## config.mk

```make
export PLATFORM = sky130hd
export DESIGN_NAME = amd_addr_decoder
export DESIGN_NICKNAME = d
export VERILOG_FILES = /design/src/rtl/amd_pkg.sv /design/src/rtl/amd_addr_decoder.sv /design/src/rtl/amd_group_classify.sv
export VERILOG_INCLUDE_DIRS = /design/src /design/src/rtl
export SDC_FILE = /design/constraint.sdc
export NUM_CORES = 1
export LEC_CHECK = 0
export BUFFER_PORTS_ARGS = -buffer_cell sky130_fd_sc_hd__buf_2
export CAP_MARGIN = 20
export CORE_MARGIN = 3
export CORE_UTILIZATION = 30
export DETAILED_ROUTE_END_ITERATION = 10
export HOLD_SLACK_MARGIN = 0.05
export PLACE_DENSITY = 0.47
export SLEW_MARGIN = 20
export SYNTH_ARGS = -nofsm -noshare
export SYNTH_HDL_FRONTEND = slang
export SYNTH_HIERARCHICAL = 1
export SYNTH_SLANG_ARGS = --single-unit
```

## constraint.sdc

```tcl
create_clock -name i_clock -period 6.72 [get_ports i_clock]
set_clock_uncertainty 0.05 [all_clocks]
set_input_delay 0.336 -clock i_clock [delete_from_list [all_inputs] [get_ports i_clock]]
set_output_delay 0.336 -clock i_clock [all_outputs]
set_load 0.02 [all_outputs]
```

## src/rtl/amd_defines.svh

```systemverilog
// Constants for the addressing mode decoder
// Summary of operation
// RULE_01: Inherent opcodes are one byte; no operand byte is fetched.
// RULE_02: Immediate instructions are two bytes; operand is the byte after opcode.
// RULE_03: Short direct fetches one address byte; operand lies in 00 to FF.
// RULE_04: Long direct fetches a two-byte address word covering all 64 Kbytes.
// RULE_05: Indexed address is unsigned sum of X or Y and the offset.
// RULE_06: No-offset indexed fetches nothing more; address is the index, 00 to FF.
// RULE_07: Short indexed adds one offset byte to the index, reaching up to 1FE.
// RULE_08: Long indexed adds a two-byte offset word to the index, whole space.
// RULE_09: Short indirect reads a byte pointer at the byte address; 00 to FF.
// RULE_10: Long indirect reads a word pointer at the byte address; whole space.
// RULE_11: Indirect indexed adds pointer to X or Y; byte to 1FE, word anywhere.
// RULE_12: Accumulator operations accept both short and long memory forms.
// RULE_13: Read-modify-write, bit, call and jump operations accept short forms only.
// RULE_14: Relative mode adds an 8-bit two's-complement offset to the PC.
// RULE_15: Direct relative offset follows opcode; indirect one is read from memory.
// RULE_16: Opcodes are classed into the thirteen instruction groups.
// RULE_17: Software trap, wait, halt and interrupt exit are flagged to the core.
// RULE_18: Mask-all sets interrupt mask level 3; unmask sets level 0.
// RULE_19: Prefix 90 swaps X for Y in immediate, direct, indexed, inherent modes.
// RULE_20: Prefix 92 turns direct and X indexed modes into indirect forms.
// RULE_21: Prefix 91 turns X indirect indexed into Y indirect indexed.
// RULE_22: Two-byte words are assembled most significant byte first.
`ifndef AMD_DEFINES_SVH
`define AMD_DEFINES_SVH
// ****************************************
// Prefix bytes
// ****************************************
`define AMD_PFX_NONE 8'h00
`define AMD_PFX_Y    8'h90
`define AMD_PFX_IY   8'h91
`define AMD_PFX_IND  8'h92
// ****************************************
// Opcode classes (high nibble) and jump/call low nibbles
// ****************************************
`define AMD_CLS_BTJ  4'h0
`define AMD_CLS_BIT  4'h1
`define AMD_CLS_REL  4'h2
`define AMD_CLS_RMD  4'h3
`define AMD_CLS_INA  4'h4
`define AMD_CLS_INX  4'h5
`define AMD_CLS_RM1  4'h6
`define AMD_CLS_RM0  4'h7
`define AMD_CLS_IN8  4'h8
`define AMD_CLS_IN9  4'h9
`define AMD_CLS_IMM  4'hA
`define AMD_CLS_DIR  4'hB
`define AMD_CLS_EXT  4'hC
`define AMD_CLS_IX2  4'hD
`define AMD_CLS_IX1  4'hE
`define AMD_CLS_IX0  4'hF
`define AMD_LO_JUMP  4'hC
`define AMD_LO_CALL  4'hD
// ****************************************
// Special inherent opcodes and interrupt mask levels
// ****************************************
`define AMD_OP_INTERRUPT_EXIT  8'h80
`define AMD_OP_RET   8'h81
`define AMD_OP_TRAP  8'h83
`define AMD_OP_HALT  8'h8E
`define AMD_OP_WFI   8'h8F
`define AMD_OP_RCF   8'h98
`define AMD_OP_SCF   8'h99
`define AMD_OP_RIM   8'h9A
`define AMD_OP_SIM   8'h9B
`define AMD_OP_RSP   8'h9C
`define AMD_OP_NOP   8'h9D
`define AMD_MASK_ALL 2'h3
`define AMD_MASK_OFF 2'h0
`endif

```

## src/rtl/amd_pkg.sv

```systemverilog
// Types shared by the addressing mode decoder
package amd_pkg;
  typedef enum logic [4:0] {
    M_INHERENT, M_IMMEDIATE, M_DIR_SHORT, M_DIR_LONG, M_IDX_NONE, M_IDX_SHORT,
    M_IDX_LONG, M_IND_SHORT, M_IND_LONG, M_INDIDX_SHORT, M_INDIDX_LONG,
    M_REL_DIR, M_REL_IND, M_BIT_DIR, M_BIT_IND, M_BITREL_DIR, M_BITREL_IND
  } amd_mode_t;

  typedef enum logic [3:0] {
    G_LOAD, G_STACK, G_INCDEC, G_COMPARE, G_LOGIC, G_BIT, G_BITBRANCH,
    G_ARITH, G_SHIFT, G_JUMP, G_BRANCH, G_IRQ, G_FLAG
  } amd_group_t;

  typedef enum logic [2:0] {
    S_IDLE = 3'b000, S_OPC = 3'b001, S_B1 = 3'b011, S_B2 = 3'b010,
    S_PH = 3'b110, S_PL = 3'b111, S_ROFF = 3'b101, S_DONE = 3'b100
  } amd_state_t;

  typedef struct packed {
    logic [1:0] n_after;
    logic       ind;
    logic       wptr;
    logic       idxd;
    logic       roff;
  } amd_attr_t;

  typedef struct packed {
    amd_mode_t  mode;
    amd_group_t group;
    logic [7:0] prefix;
    logic [7:0] opcode;
    logic [2:0] len;
    logic [15:0] ea;
    logic [7:0] operand;
    logic [15:0] target;
    logic       use_y;
    logic       illegal;
    logic       sw_trap;
    logic       wait_irq;
    logic       halt_osc;
    logic       irq_exit;
  } amd_result_t;
endpackage
```

## src/rtl/amd_addr_decoder.sv

```systemverilog
// Instruction length and effective address generator
`timescale 1ns/1ps
`default_nettype none
`include "amd_defines.svh"
module amd_addr_decoder
  import amd_pkg::*;
(
  input  wire logic        i_clock,
  input  wire logic        i_resetn,
  input  wire logic        i_start,
  input  wire logic [15:0] i_pc,
  input  wire logic [7:0]  i_index_x,
  input  wire logic [7:0]  i_index_y,
  input  wire logic        i_mem_ack,
  input  wire logic [7:0]  i_mem_data,
  output logic             o_mem_rd,
  output logic [15:0]      o_mem_addr,
  output logic             o_busy,
  output logic             o_done,
  output amd_result_t      o_result,
  output logic [1:0]       o_mask_level
);
  // ****************************************
  // State
  // ****************************************
  amd_state_t  state;
  amd_state_t  next_state;
  amd_mode_t   mode;
  amd_mode_t   next_mode;
  amd_attr_t   attr;
  amd_attr_t   next_attr;
  amd_group_t  group;
  logic [15:0] pc;
  logic [15:0] pc_start;
  logic [7:0]  prefix;
  logic [7:0]  opcode;
  logic [7:0]  b1;
  logic [7:0]  b2;
  logic [15:0] ptr;
  logic [7:0]  roff;
  logic        bad;
  logic        next_bad;
  logic        is_pfx;
  logic        take;
  logic        fetching;
  logic [15:0] next_addr;
  logic [15:0] base;
  logic [15:0] next_ea;
  logic [7:0]  rel_off;
  logic [15:0] next_target;
  logic [7:0]  idx;
  logic        o_result_use_y_w;

  function automatic amd_attr_t mode_attr(input amd_mode_t m);
    amd_attr_t a;
    a = '0;
    case (m)
      M_IMMEDIATE, M_DIR_SHORT, M_IDX_SHORT, M_REL_DIR, M_BIT_DIR: a.n_after = 2'd1;
      M_DIR_LONG, M_IDX_LONG: a.n_after = 2'd2;
      M_IND_SHORT, M_INDIDX_SHORT, M_REL_IND, M_BIT_IND: begin
        a.n_after = 2'd1;
        a.ind = 1'b1;
      end
      M_IND_LONG, M_INDIDX_LONG: begin
        a.n_after = 2'd1;
        a.ind = 1'b1;
        a.wptr = 1'b1;
      end
      M_BITREL_DIR: begin
        a.n_after = 2'd1;
        a.roff = 1'b1;
      end
      M_BITREL_IND: begin
        a.n_after = 2'd1;
        a.ind = 1'b1;
        a.roff = 1'b1;
      end
      default: a = '0;
    endcase
    a.idxd = (m == M_IDX_NONE) || (m == M_IDX_SHORT) || (m == M_IDX_LONG) ||
             (m == M_INDIDX_SHORT) || (m == M_INDIDX_LONG);
    return a;
  endfunction

  // Classes whose operations only exist in short memory forms
  function automatic logic short_only(input logic [7:0] op);
    logic [3:0] c;
    c = op[7:4];
    return (c == `AMD_CLS_BTJ) || (c == `AMD_CLS_BIT) || (c == `AMD_CLS_RMD) ||
           (c == `AMD_CLS_RM1) || (c == `AMD_CLS_RM0) ||
           ((c >= `AMD_CLS_IMM) && (op[3:0] == `AMD_LO_JUMP || op[3:0] == `AMD_LO_CALL));
  endfunction

  amd_group_classify u_group (
    .i_opcode (opcode),
    .o_group  (group)
  );

  assign take = o_mem_rd && i_mem_ack;
  assign attr = mode_attr(mode);
  assign next_attr = mode_attr(next_mode);
  assign idx = o_result_use_y_w ? i_index_y : i_index_x;
  assign is_pfx = (i_mem_data == `AMD_PFX_Y) || (i_mem_data == `AMD_PFX_IY) ||
                  (i_mem_data == `AMD_PFX_IND);

  // ****************************************
  // Opcode decode from the byte on the bus
  // ****************************************
  always_comb begin
    logic [3:0] c;
    logic ind;
    logic ok_y;
    logic ok_ind;
    logic ok_iy;
    logic relcall;
    c = i_mem_data[7:4];
    ind = (prefix == `AMD_PFX_IND) || (prefix == `AMD_PFX_IY);
    relcall = (c == `AMD_CLS_IMM) && (i_mem_data[3:0] == `AMD_LO_CALL);
    ok_y = 1'b1;
    ok_ind = 1'b0;
    ok_iy = 1'b0;
    next_bad = 1'b0;
    case (c)  // RULE_20
      `AMD_CLS_BTJ: begin
        next_mode = ind ? M_BITREL_IND : M_BITREL_DIR;  // RULE_15
        ok_y = 1'b0;
        ok_ind = 1'b1;
      end
      `AMD_CLS_BIT: begin
        next_mode = ind ? M_BIT_IND : M_BIT_DIR;
        ok_y = 1'b0;
        ok_ind = 1'b1;
      end
      `AMD_CLS_REL: begin
        next_mode = ind ? M_REL_IND : M_REL_DIR;  // RULE_15
        ok_y = 1'b0;
        ok_ind = 1'b1;
      end
      `AMD_CLS_RMD, `AMD_CLS_DIR: begin
        next_mode = ind ? M_IND_SHORT : M_DIR_SHORT;  // RULE_03
        ok_ind = 1'b1;
      end
      `AMD_CLS_EXT: begin
        next_mode = ind ? M_IND_LONG : M_DIR_LONG;  // RULE_04
        ok_ind = 1'b1;
        next_bad = short_only(i_mem_data);  // RULE_13
      end
      `AMD_CLS_IX2: begin
        next_mode = ind ? M_INDIDX_LONG : M_IDX_LONG;  // RULE_08
        ok_ind = 1'b1;
        ok_iy = 1'b1;
        next_bad = short_only(i_mem_data);  // RULE_13
      end
      `AMD_CLS_RM1, `AMD_CLS_IX1: begin
        next_mode = ind ? M_INDIDX_SHORT : M_IDX_SHORT;  // RULE_07
        ok_ind = 1'b1;
        ok_iy = 1'b1;
      end
      `AMD_CLS_RM0, `AMD_CLS_IX0: next_mode = M_IDX_NONE;  // RULE_06
      `AMD_CLS_IMM: begin
        next_mode = relcall ? (ind ? M_REL_IND : M_REL_DIR) : M_IMMEDIATE;  // RULE_02
        ok_ind = relcall;
        ok_y = !relcall;
      end
      default: next_mode = M_INHERENT;  // RULE_01
    endcase
    if ((prefix == `AMD_PFX_Y && !ok_y) || (prefix == `AMD_PFX_IND && !ok_ind) ||
        (prefix == `AMD_PFX_IY && !ok_iy)) begin  // RULE_19
      next_bad = 1'b1;  // RULE_21
    end
  end

  // ****************************************
  // Sequencing
  // ****************************************
  always_comb begin
    next_state = state;
    case (state)
      S_IDLE: next_state = i_start ? S_OPC : S_IDLE;
      S_OPC: begin
        if (is_pfx && prefix == `AMD_PFX_NONE) begin
          next_state = S_OPC;
        end else if (is_pfx || next_bad || next_attr.n_after == 2'd0) begin
          next_state = S_DONE;
        end else begin
          next_state = S_B1;
        end
      end
      S_B1: begin
        if (attr.n_after == 2'd2) begin
          next_state = S_B2;
        end else if (attr.ind) begin
          next_state = S_PH;
        end else begin
          next_state = attr.roff ? S_ROFF : S_DONE;
        end
      end
      S_B2: next_state = S_DONE;
      S_PH: next_state = attr.wptr ? S_PL : (attr.roff ? S_ROFF : S_DONE);
      S_PL: next_state = S_DONE;
      S_ROFF: next_state = S_DONE;
      S_DONE: next_state = S_IDLE;
      default: next_state = S_IDLE;
    endcase
  end

  always_ff @(posedge i_clock) begin
    if (!i_resetn) begin
      state <= S_IDLE;
    end else if (state == S_IDLE || state == S_DONE || take) begin
      state <= next_state;
    end
  end

  // ****************************************
  // Memory port: one byte per request, held until acknowledged
  // ****************************************
  assign fetching = (state != S_IDLE) && (state != S_DONE);
  always_comb begin
    case (state)
      S_PH: next_addr = {8'h00, b1};
      S_PL: next_addr = {8'h00, b1} + 16'h0001;
      default: next_addr = pc;
    endcase
  end

  always_ff @(posedge i_clock) begin
    if (!i_resetn) begin
      o_mem_rd <= 1'b0;
      o_mem_addr <= 16'h0000;
    end else if (take) begin
      o_mem_rd <= 1'b0;
    end else if (!o_mem_rd && fetching) begin
      o_mem_rd <= 1'b1;
      o_mem_addr <= next_addr;
    end
  end

  // ****************************************
  // Byte capture
  // ****************************************
  always_ff @(posedge i_clock) begin
    if (!i_resetn) begin
      pc <= 16'h0000;
      pc_start <= 16'h0000;
      prefix <= `AMD_PFX_NONE;
      opcode <= 8'h00;
      mode <= M_INHERENT;
      bad <= 1'b0;
      b1 <= 8'h00;
      b2 <= 8'h00;
      ptr <= 16'h0000;
      roff <= 8'h00;
    end else if (state == S_IDLE && i_start) begin
      pc <= i_pc;
      pc_start <= i_pc;
      prefix <= `AMD_PFX_NONE;
      bad <= 1'b0;
      b1 <= 8'h00;
      b2 <= 8'h00;
      ptr <= 16'h0000;
      roff <= 8'h00;
    end else if (take) begin
      if (state != S_PH && state != S_PL) begin
        pc <= pc + 16'h0001;
      end
      case (state)
        S_OPC: begin
          if (is_pfx && prefix == `AMD_PFX_NONE) begin
            prefix <= i_mem_data;
          end else begin
            opcode <= i_mem_data;
            mode <= next_mode;
            bad <= next_bad || is_pfx;
          end
        end
        S_B1: b1 <= i_mem_data;
        S_B2: b2 <= i_mem_data;
        S_PH: ptr <= attr.wptr ? {i_mem_data, 8'h00} : {8'h00, i_mem_data};  // RULE_09 RULE_22
        S_PL: ptr[7:0] <= i_mem_data;  // RULE_22
        S_ROFF: roff <= i_mem_data;
        default: roff <= roff;
      endcase
    end
  end

  // ****************************************
  // Address and branch target
  // ****************************************
  assign o_result_use_y_w = (prefix == `AMD_PFX_Y) || (prefix == `AMD_PFX_IY);
  always_comb begin
    if (attr.ind) begin
      base = ptr;  // RULE_10
    end else if (attr.n_after == 2'd2) begin
      base = {b1, b2};  // RULE_22
    end else if (mode == M_IDX_NONE) begin
      base = 16'h0000;
    end else begin
      base = {8'h00, b1};
    end
    // Unsigned sum keeps 1FE reachable from byte operands
    next_ea = attr.idxd ? base + {8'h00, idx} : base;  // RULE_05
    if (mode == M_INHERENT || mode == M_IMMEDIATE || mode == M_REL_DIR ||
        mode == M_REL_IND) begin
      next_ea = 16'h0000;
    end
    case (mode)
      M_REL_DIR: rel_off = b1;
      M_REL_IND: rel_off = ptr[7:0];
      default: rel_off = roff;
    endcase
    next_target = pc;
    if (mode == M_REL_DIR || mode == M_REL_IND || attr.roff) begin
      next_target = pc + {{8{rel_off[7]}}, rel_off};  // RULE_14
    end
  end

  // ****************************************
  // Result
  // ****************************************
  always_ff @(posedge i_clock) begin
    if (!i_resetn) begin
      o_done <= 1'b0;
      o_busy <= 1'b0;
      o_result <= '0;
    end else begin
      o_done <= (state == S_DONE);
      o_busy <= (next_state != S_IDLE) && (state != S_DONE) &&
                (state != S_IDLE || i_start);
      if (state == S_DONE) begin
        o_result.mode <= mode;
        o_result.group <= group;  // RULE_16
        o_result.prefix <= prefix;
        o_result.opcode <= opcode;
        o_result.len <= 3'(pc - pc_start);
        o_result.ea <= next_ea;  // RULE_11
        o_result.operand <= (mode == M_IMMEDIATE) ? b1 : 8'h00;  // RULE_02
        o_result.target <= next_target;
        o_result.use_y <= o_result_use_y_w;  // RULE_19
        o_result.illegal <= bad;  // RULE_12
        o_result.sw_trap <= !bad && opcode == `AMD_OP_TRAP;  // RULE_17
        o_result.wait_irq <= !bad && opcode == `AMD_OP_WFI;
        o_result.halt_osc <= !bad && opcode == `AMD_OP_HALT;
        o_result.irq_exit <= !bad && opcode == `AMD_OP_INTERRUPT_EXIT;
      end
    end
  end

  always_ff @(posedge i_clock) begin
    if (!i_resetn) begin
      o_mask_level <= `AMD_MASK_ALL;
    end else if (state == S_DONE && !bad && prefix == `AMD_PFX_NONE) begin
      if (opcode == `AMD_OP_SIM) begin
        o_mask_level <= `AMD_MASK_ALL;  // RULE_18
      end else if (opcode == `AMD_OP_RIM) begin
        o_mask_level <= `AMD_MASK_OFF;  // RULE_18
      end
    end
  end
endmodule
`default_nettype wire

```

## src/rtl/amd_group_classify.sv

```systemverilog
// Opcode to instruction group classifier
`timescale 1ns/1ps
`default_nettype none
`include "amd_defines.svh"
module amd_group_classify
  import amd_pkg::*;
(
  input  wire logic [7:0] i_opcode,
  output amd_group_t      o_group
);
  logic [3:0] lo;
  assign lo = i_opcode[3:0];

  always_comb begin
    o_group = G_LOAD;
    case (i_opcode[7:4])  // RULE_16
      `AMD_CLS_BTJ: o_group = G_BITBRANCH;
      `AMD_CLS_BIT: o_group = G_BIT;
      `AMD_CLS_REL: o_group = (lo <= 4'h1) ? G_JUMP : G_BRANCH;
      `AMD_CLS_RMD, `AMD_CLS_INA, `AMD_CLS_INX, `AMD_CLS_RM1, `AMD_CLS_RM0: begin
        case (lo)
          4'h0, 4'h3: o_group = G_LOGIC;
          4'h2: o_group = G_ARITH;
          4'h4, 4'h6, 4'h7, 4'h8, 4'h9, 4'hE: o_group = G_SHIFT;
          4'hA, 4'hC: o_group = G_INCDEC;
          4'hD: o_group = G_COMPARE;
          default: o_group = G_LOAD;
        endcase
      end
      `AMD_CLS_IN8: begin
        case (i_opcode)
          `AMD_OP_INTERRUPT_EXIT, `AMD_OP_TRAP, `AMD_OP_HALT, `AMD_OP_WFI: o_group = G_IRQ;
          `AMD_OP_RET: o_group = G_JUMP;
          default: o_group = G_STACK;
        endcase
      end
      `AMD_CLS_IN9: begin
        case (i_opcode)
          `AMD_OP_RCF, `AMD_OP_SCF, `AMD_OP_RIM, `AMD_OP_SIM: o_group = G_FLAG;
          `AMD_OP_RSP: o_group = G_STACK;
          `AMD_OP_NOP: o_group = G_JUMP;
          default: o_group = G_LOAD;
        endcase
      end
      default: begin
        case (lo)
          4'h0, 4'h2, 4'h9, 4'hB: o_group = G_ARITH;
          4'h1, 4'h3, 4'h5: o_group = G_COMPARE;
          4'h4, 4'h8, 4'hA: o_group = G_LOGIC;
          `AMD_LO_JUMP, `AMD_LO_CALL: o_group = G_JUMP;
          default: o_group = G_LOAD;
        endcase
      end
    endcase
  end
endmodule
`default_nettype wire

```

==> impl_summary.log <==
[metrics] slowest library cell on the worst path: sky130_fd_sc_hd__dfxtp_1
[metrics] status: complete, no violations
[metrics] Arr. time, crit path: 4.50 ns
[metrics] register-to-register setup slack: 2.50 ns
[metrics] Chip Width: 188.0 microns
[metrics] setup violation total in the final timing report: 0
[metrics] flip-flop and latch count after synthesis: 178
[metrics] critical register-to-register path endpoint: o_result[45]
[metrics] number of different library cells in the post-synthesis netlist: 80
[metrics] leftover overflow at the end of global routing: 0
[metrics] quantity of gates resized following cts: 0
[metrics] cells on worst reg2reg path: 12
[metrics] number of sinks driven by the clock tree: 178
[metrics] Synth top area share: 0.3585
[metrics] Routed WL per cell: 18.98 microns
[metrics] total count of max-transition violations in the final report: 0
[metrics] aggregate negative setup slack: 0 ns
[metrics] largest stage delay on the critical path: 0.78 ns
[metrics] antenna violations before repair: 0
[metrics] portion of the post-synthesis area used by sequential elements: 0.3585
[metrics] post-layout worst setup margin: 2.499 ns
[metrics] Post-synth EDFFs: 0
[metrics] total vias in the final route: 9,601
[metrics] placeable core region: 32,620 sq um
[metrics] average cell area after synthesis: 7.907 sq um
[metrics] post-CTS repair timing setup buffer count: 0
[metrics] post-detailed-routing wire length: 33.91 mm
[metrics] worst reg2reg startpoint: mode[2]
[metrics] type of the most critical hold path: primary input to flop
[metrics] DR vias/cell: 5.373
[metrics] Post-layout nets: 1,406
[metrics] met2 usage: 0.3128
[metrics] family with the most delay on the worst path: compound AO/OA/AOI/OAI gates
[metrics] number of H-tree branching levels: 4
[metrics] routability congestion estimate from global placement: 0.8376
[metrics] Post-Place Worst Slack: 2.522 ns
[metrics] Critical Setup Path Class: flop to flop
[metrics] reported leakage power: 0.004379 uW
[metrics] Pre-antenna DRT Iters: 5
[metrics] clock tree buffer depth: 2
[metrics] Layout Cell Area excl Fill: 11,500 sq um
[metrics] Die Outline Area: 35,350 sq um
[metrics] worst setup path endpoint: o_result[45]
[metrics] IR Drop Worst-Case VDD: 180.3 uV
[metrics] via count of the first global-routing pass: 9,021
[metrics] number of antenna-violating nets in the routed design: 0
[metrics] Placement Rows: 66
[metrics] biggest area contributors in the synthesized netlist: sky130_fd_sc_hd__dfxtp_1 (36%), sky130_fd_sc_hd__nand2_1 (6.6%), sky130_fd_sc_hd__a21oi_1 (5.7%)
[metrics] unrepaired setup endpoints after global routing: no
[metrics] Min Hold Slack: 0.1235 ns
[metrics] effective utilization at floorplan: 0.3047
[metrics] critical path peak fanout: 23
[metrics] worst-path cell chain: or3b_2 -> a21o_1 -> nand2_2 -> a222oi_1 -> inv_1 -> ha_1 -> a211oi_1 -> o211ai_1 -> a31oi_1 -> a211oi_2 -> a31o_2 -> a32o_1
[metrics] count of pins on the block boundary: 139
[metrics] number of max-cap violations: 0
[metrics] global-route wire length before repair: 53.00 mm
[metrics] ratio of cells with drive above 1 in the final layout: 0.1606
[metrics] maximum number of pins on one net before global-route repair: 90
[metrics] min cycle time layout: 4.221 ns
[metrics] Layout fillers: 3,515
[metrics] met1 layer usage reported by global route: 0.2557
[metrics] DRC: 0
[metrics] CTS tree: built
[metrics] most used flip-flop cell after synthesis: sky130_fd_sc_hd__dfxtp_1
[metrics] netlist area before placement: 9940 sq um
[metrics] yosys warns: 6
[metrics] clock slew at the register clock pins of the worst setup and hold paths: 0.07 ns
[metrics] Setup crit start kind: flop
[metrics] Critical Path Sink Type: flop
[metrics] stages on the worst setup path: 12
[metrics] count of buffering cells on the critical path with inverters included: 1
[metrics] count of hold-fix buffers inserted at cts: 0
[metrics] area growth from synthesis to final layout: 15.75%
[metrics] synthesized instance count: 1,257
[metrics] clock latency on the worst-skew pair: 0.45 ns
[metrics] headroom to the max-slew limit: 0.3042
[metrics] final hold violations: 0
[metrics] buffer type at the clock tree root: sky130_fd_sc_hd__clkbuf_16
[metrics] power per cell area: 244.9 nW/um^2
[metrics] first-iteration detailed-routing DRC count: 739
[metrics] Vert. Die Dim: 188.0 microns
[metrics] met3 routing resource usage after global routing: 0.03272
[metrics] Crit. Startpoint: mode[2]
[metrics] number of buffers created by CTS: 17
[metrics] total routing resource utilization after global routing: 0.1887
[metrics] CP required: 7.00 ns
[metrics] post-place instance area: 10,900 sq um
[metrics] FMAX: 236.9 MHz
[metrics] asr flop ratio synth: 0
[metrics] number of I/O port buffers: 138
[metrics] share of the cycle needed by the critical path after routing: 0.6281
[metrics] cell type with the highest aggregate area in the netlist: sky130_fd_sc_hd__dfxtp_1
[metrics] number of antenna diodes: 0
[metrics] synthesized netlist net count: 1,330
[metrics] GRT busiest layer: met2
[metrics] Post-DP HPWL: 23.82 mm
[metrics] Worst Tran Pin Value: 1.044 ns
==> cells in the final DEF (no fill, tap or decap), drive strengths merged, types with 18 or more instances in the layout <==
master / count
a22oi: 18
nand3: 41
mux2i: 34
o21ai: 53
inv: 33
ha: 26
dfxtp: 178
nor3: 35
buf: 150
a211oi: 29
nor2: 127
nand2: 175
a21oi: 116
==> stage by stage <==
step / instances / total power, uW / util
after floorplan: 1257 / 1602 / -
after global placement: 1756 / 1789 / 0.3342
after detailed placement: 1756 / 1789 / 0.3342
after CTS: 1787 / 2850 / 0.3527
after global routing: 1787 / 2956 / 0.3527
final: 1787 / 2817 / 0.3527
==> cells by family after synthesis <==
kind of cell,after synthesis,synth area share
multiplexers,43,0.04444
buffers and inverters,121,0.04897
flip-flops,178,0.3585
AND/OR/NAND/NOR,486,0.2315
XOR/XNOR,32,0.02820
AO/OA/AOI/OAI,368,0.2496
adder cells (fa/ha/maj),29,0.03877
==> Yosys cell counts, drive strengths merged (8+ instances only) <==
master	number
and2	13
a211oi	29
a21o	12
ha	26
o211ai	17
o21ai	53
buf	21
xnor2	17
nand2	175
nor2	127
a21oi	116
a31oi	16
nor3	35
nand2b	11
and3	14
nand4	11
a22oi	18
nand3	41
inv	27
mux2i	34
a22o	17
mux2	9
dfxtp	178
clkbuf	72
xor2	15
a222oi	8
a311oi	11
==> per-layer routing <==
| layer | routed length, microns | vias up | part of all wire |
|---|---|---|---|
| met4 | 418 | 0 | 0.012 |
| met1 | 15880 | 4593 | 0.47 |
| li1 | - | 4740 | - |
| met2 | 16150 | 245 | 0.48 |
| met3 | 1471 | 23 | 0.043 |
| met5 | 0 | - | 0 |
==> worst register-to-register path, delay by kind of cell, from the launching register on <==
kind	cells	cell delay, ns
AOI/OAI and AO/OA	8	2.37
adders and majority gates	1	0.31
buffers and inverters	1	0.10
DFF	1	0.78
and+or+nand+nor	2	0.51
==> power by group <==
group          internal (uW)  leakage (uW)  switching (uW)
sequential              1120       0.00144             109
clock                    590      0.000292             463
combinational            179       0.00265             358
==> registers in the layout, summed over array words and instances, names as in the netlist <==
signal        cells
b1                8
b2                8
bad               1
mode              5
o_busy            1
o_done            1
o_mask_level      1
o_mem_addr       16
o_mem_rd          1
o_result         74
opcode            8
pc               16
pc_start          3
prefix            8
ptr              16
roff              8
state             3
==> area by class of cell <==
| cell class | instances | area (sq um) | share of cell area |
|---|---|---|---|
| sequential | 178 | 3563 | 0.3097 |
| clock buffer | 17 | 425.4 | 0.03698 |
| tap | 442 | 553.0 | 0.04807 |
| multi-input combinational | 958 | 5898 | 0.5127 |
| timing repair buffer | 150 | 780.7 | 0.06786 |
| clock inverter | 14 | 178.9 | 0.01555 |
| inverter | 28 | 105.1 | 0.009135 |
==> worst min-delay path by stage <==
| stage | slack [ns] | end | startpoint | depth (start not counted) |
|---|---|---|---|---|
| detailed placement | 0.39 | o_result[38] | o_result[38] | 2 |
| CTS | 0.10 | pc[13] | i_pc[13] | 3 |
| global route | 0.13 | pc[3] | i_pc[3] | 3 |
| finish | 0.12 | pc[13] | i_pc[13] | 3 |
| floorplan | 0.38 | ptr[14] | ptr[14] | 2 |
| global placement | 0.38 | o_result[35] | o_result[35] | 2 |
Note: power is estimated with default switching activity, not from simulation.
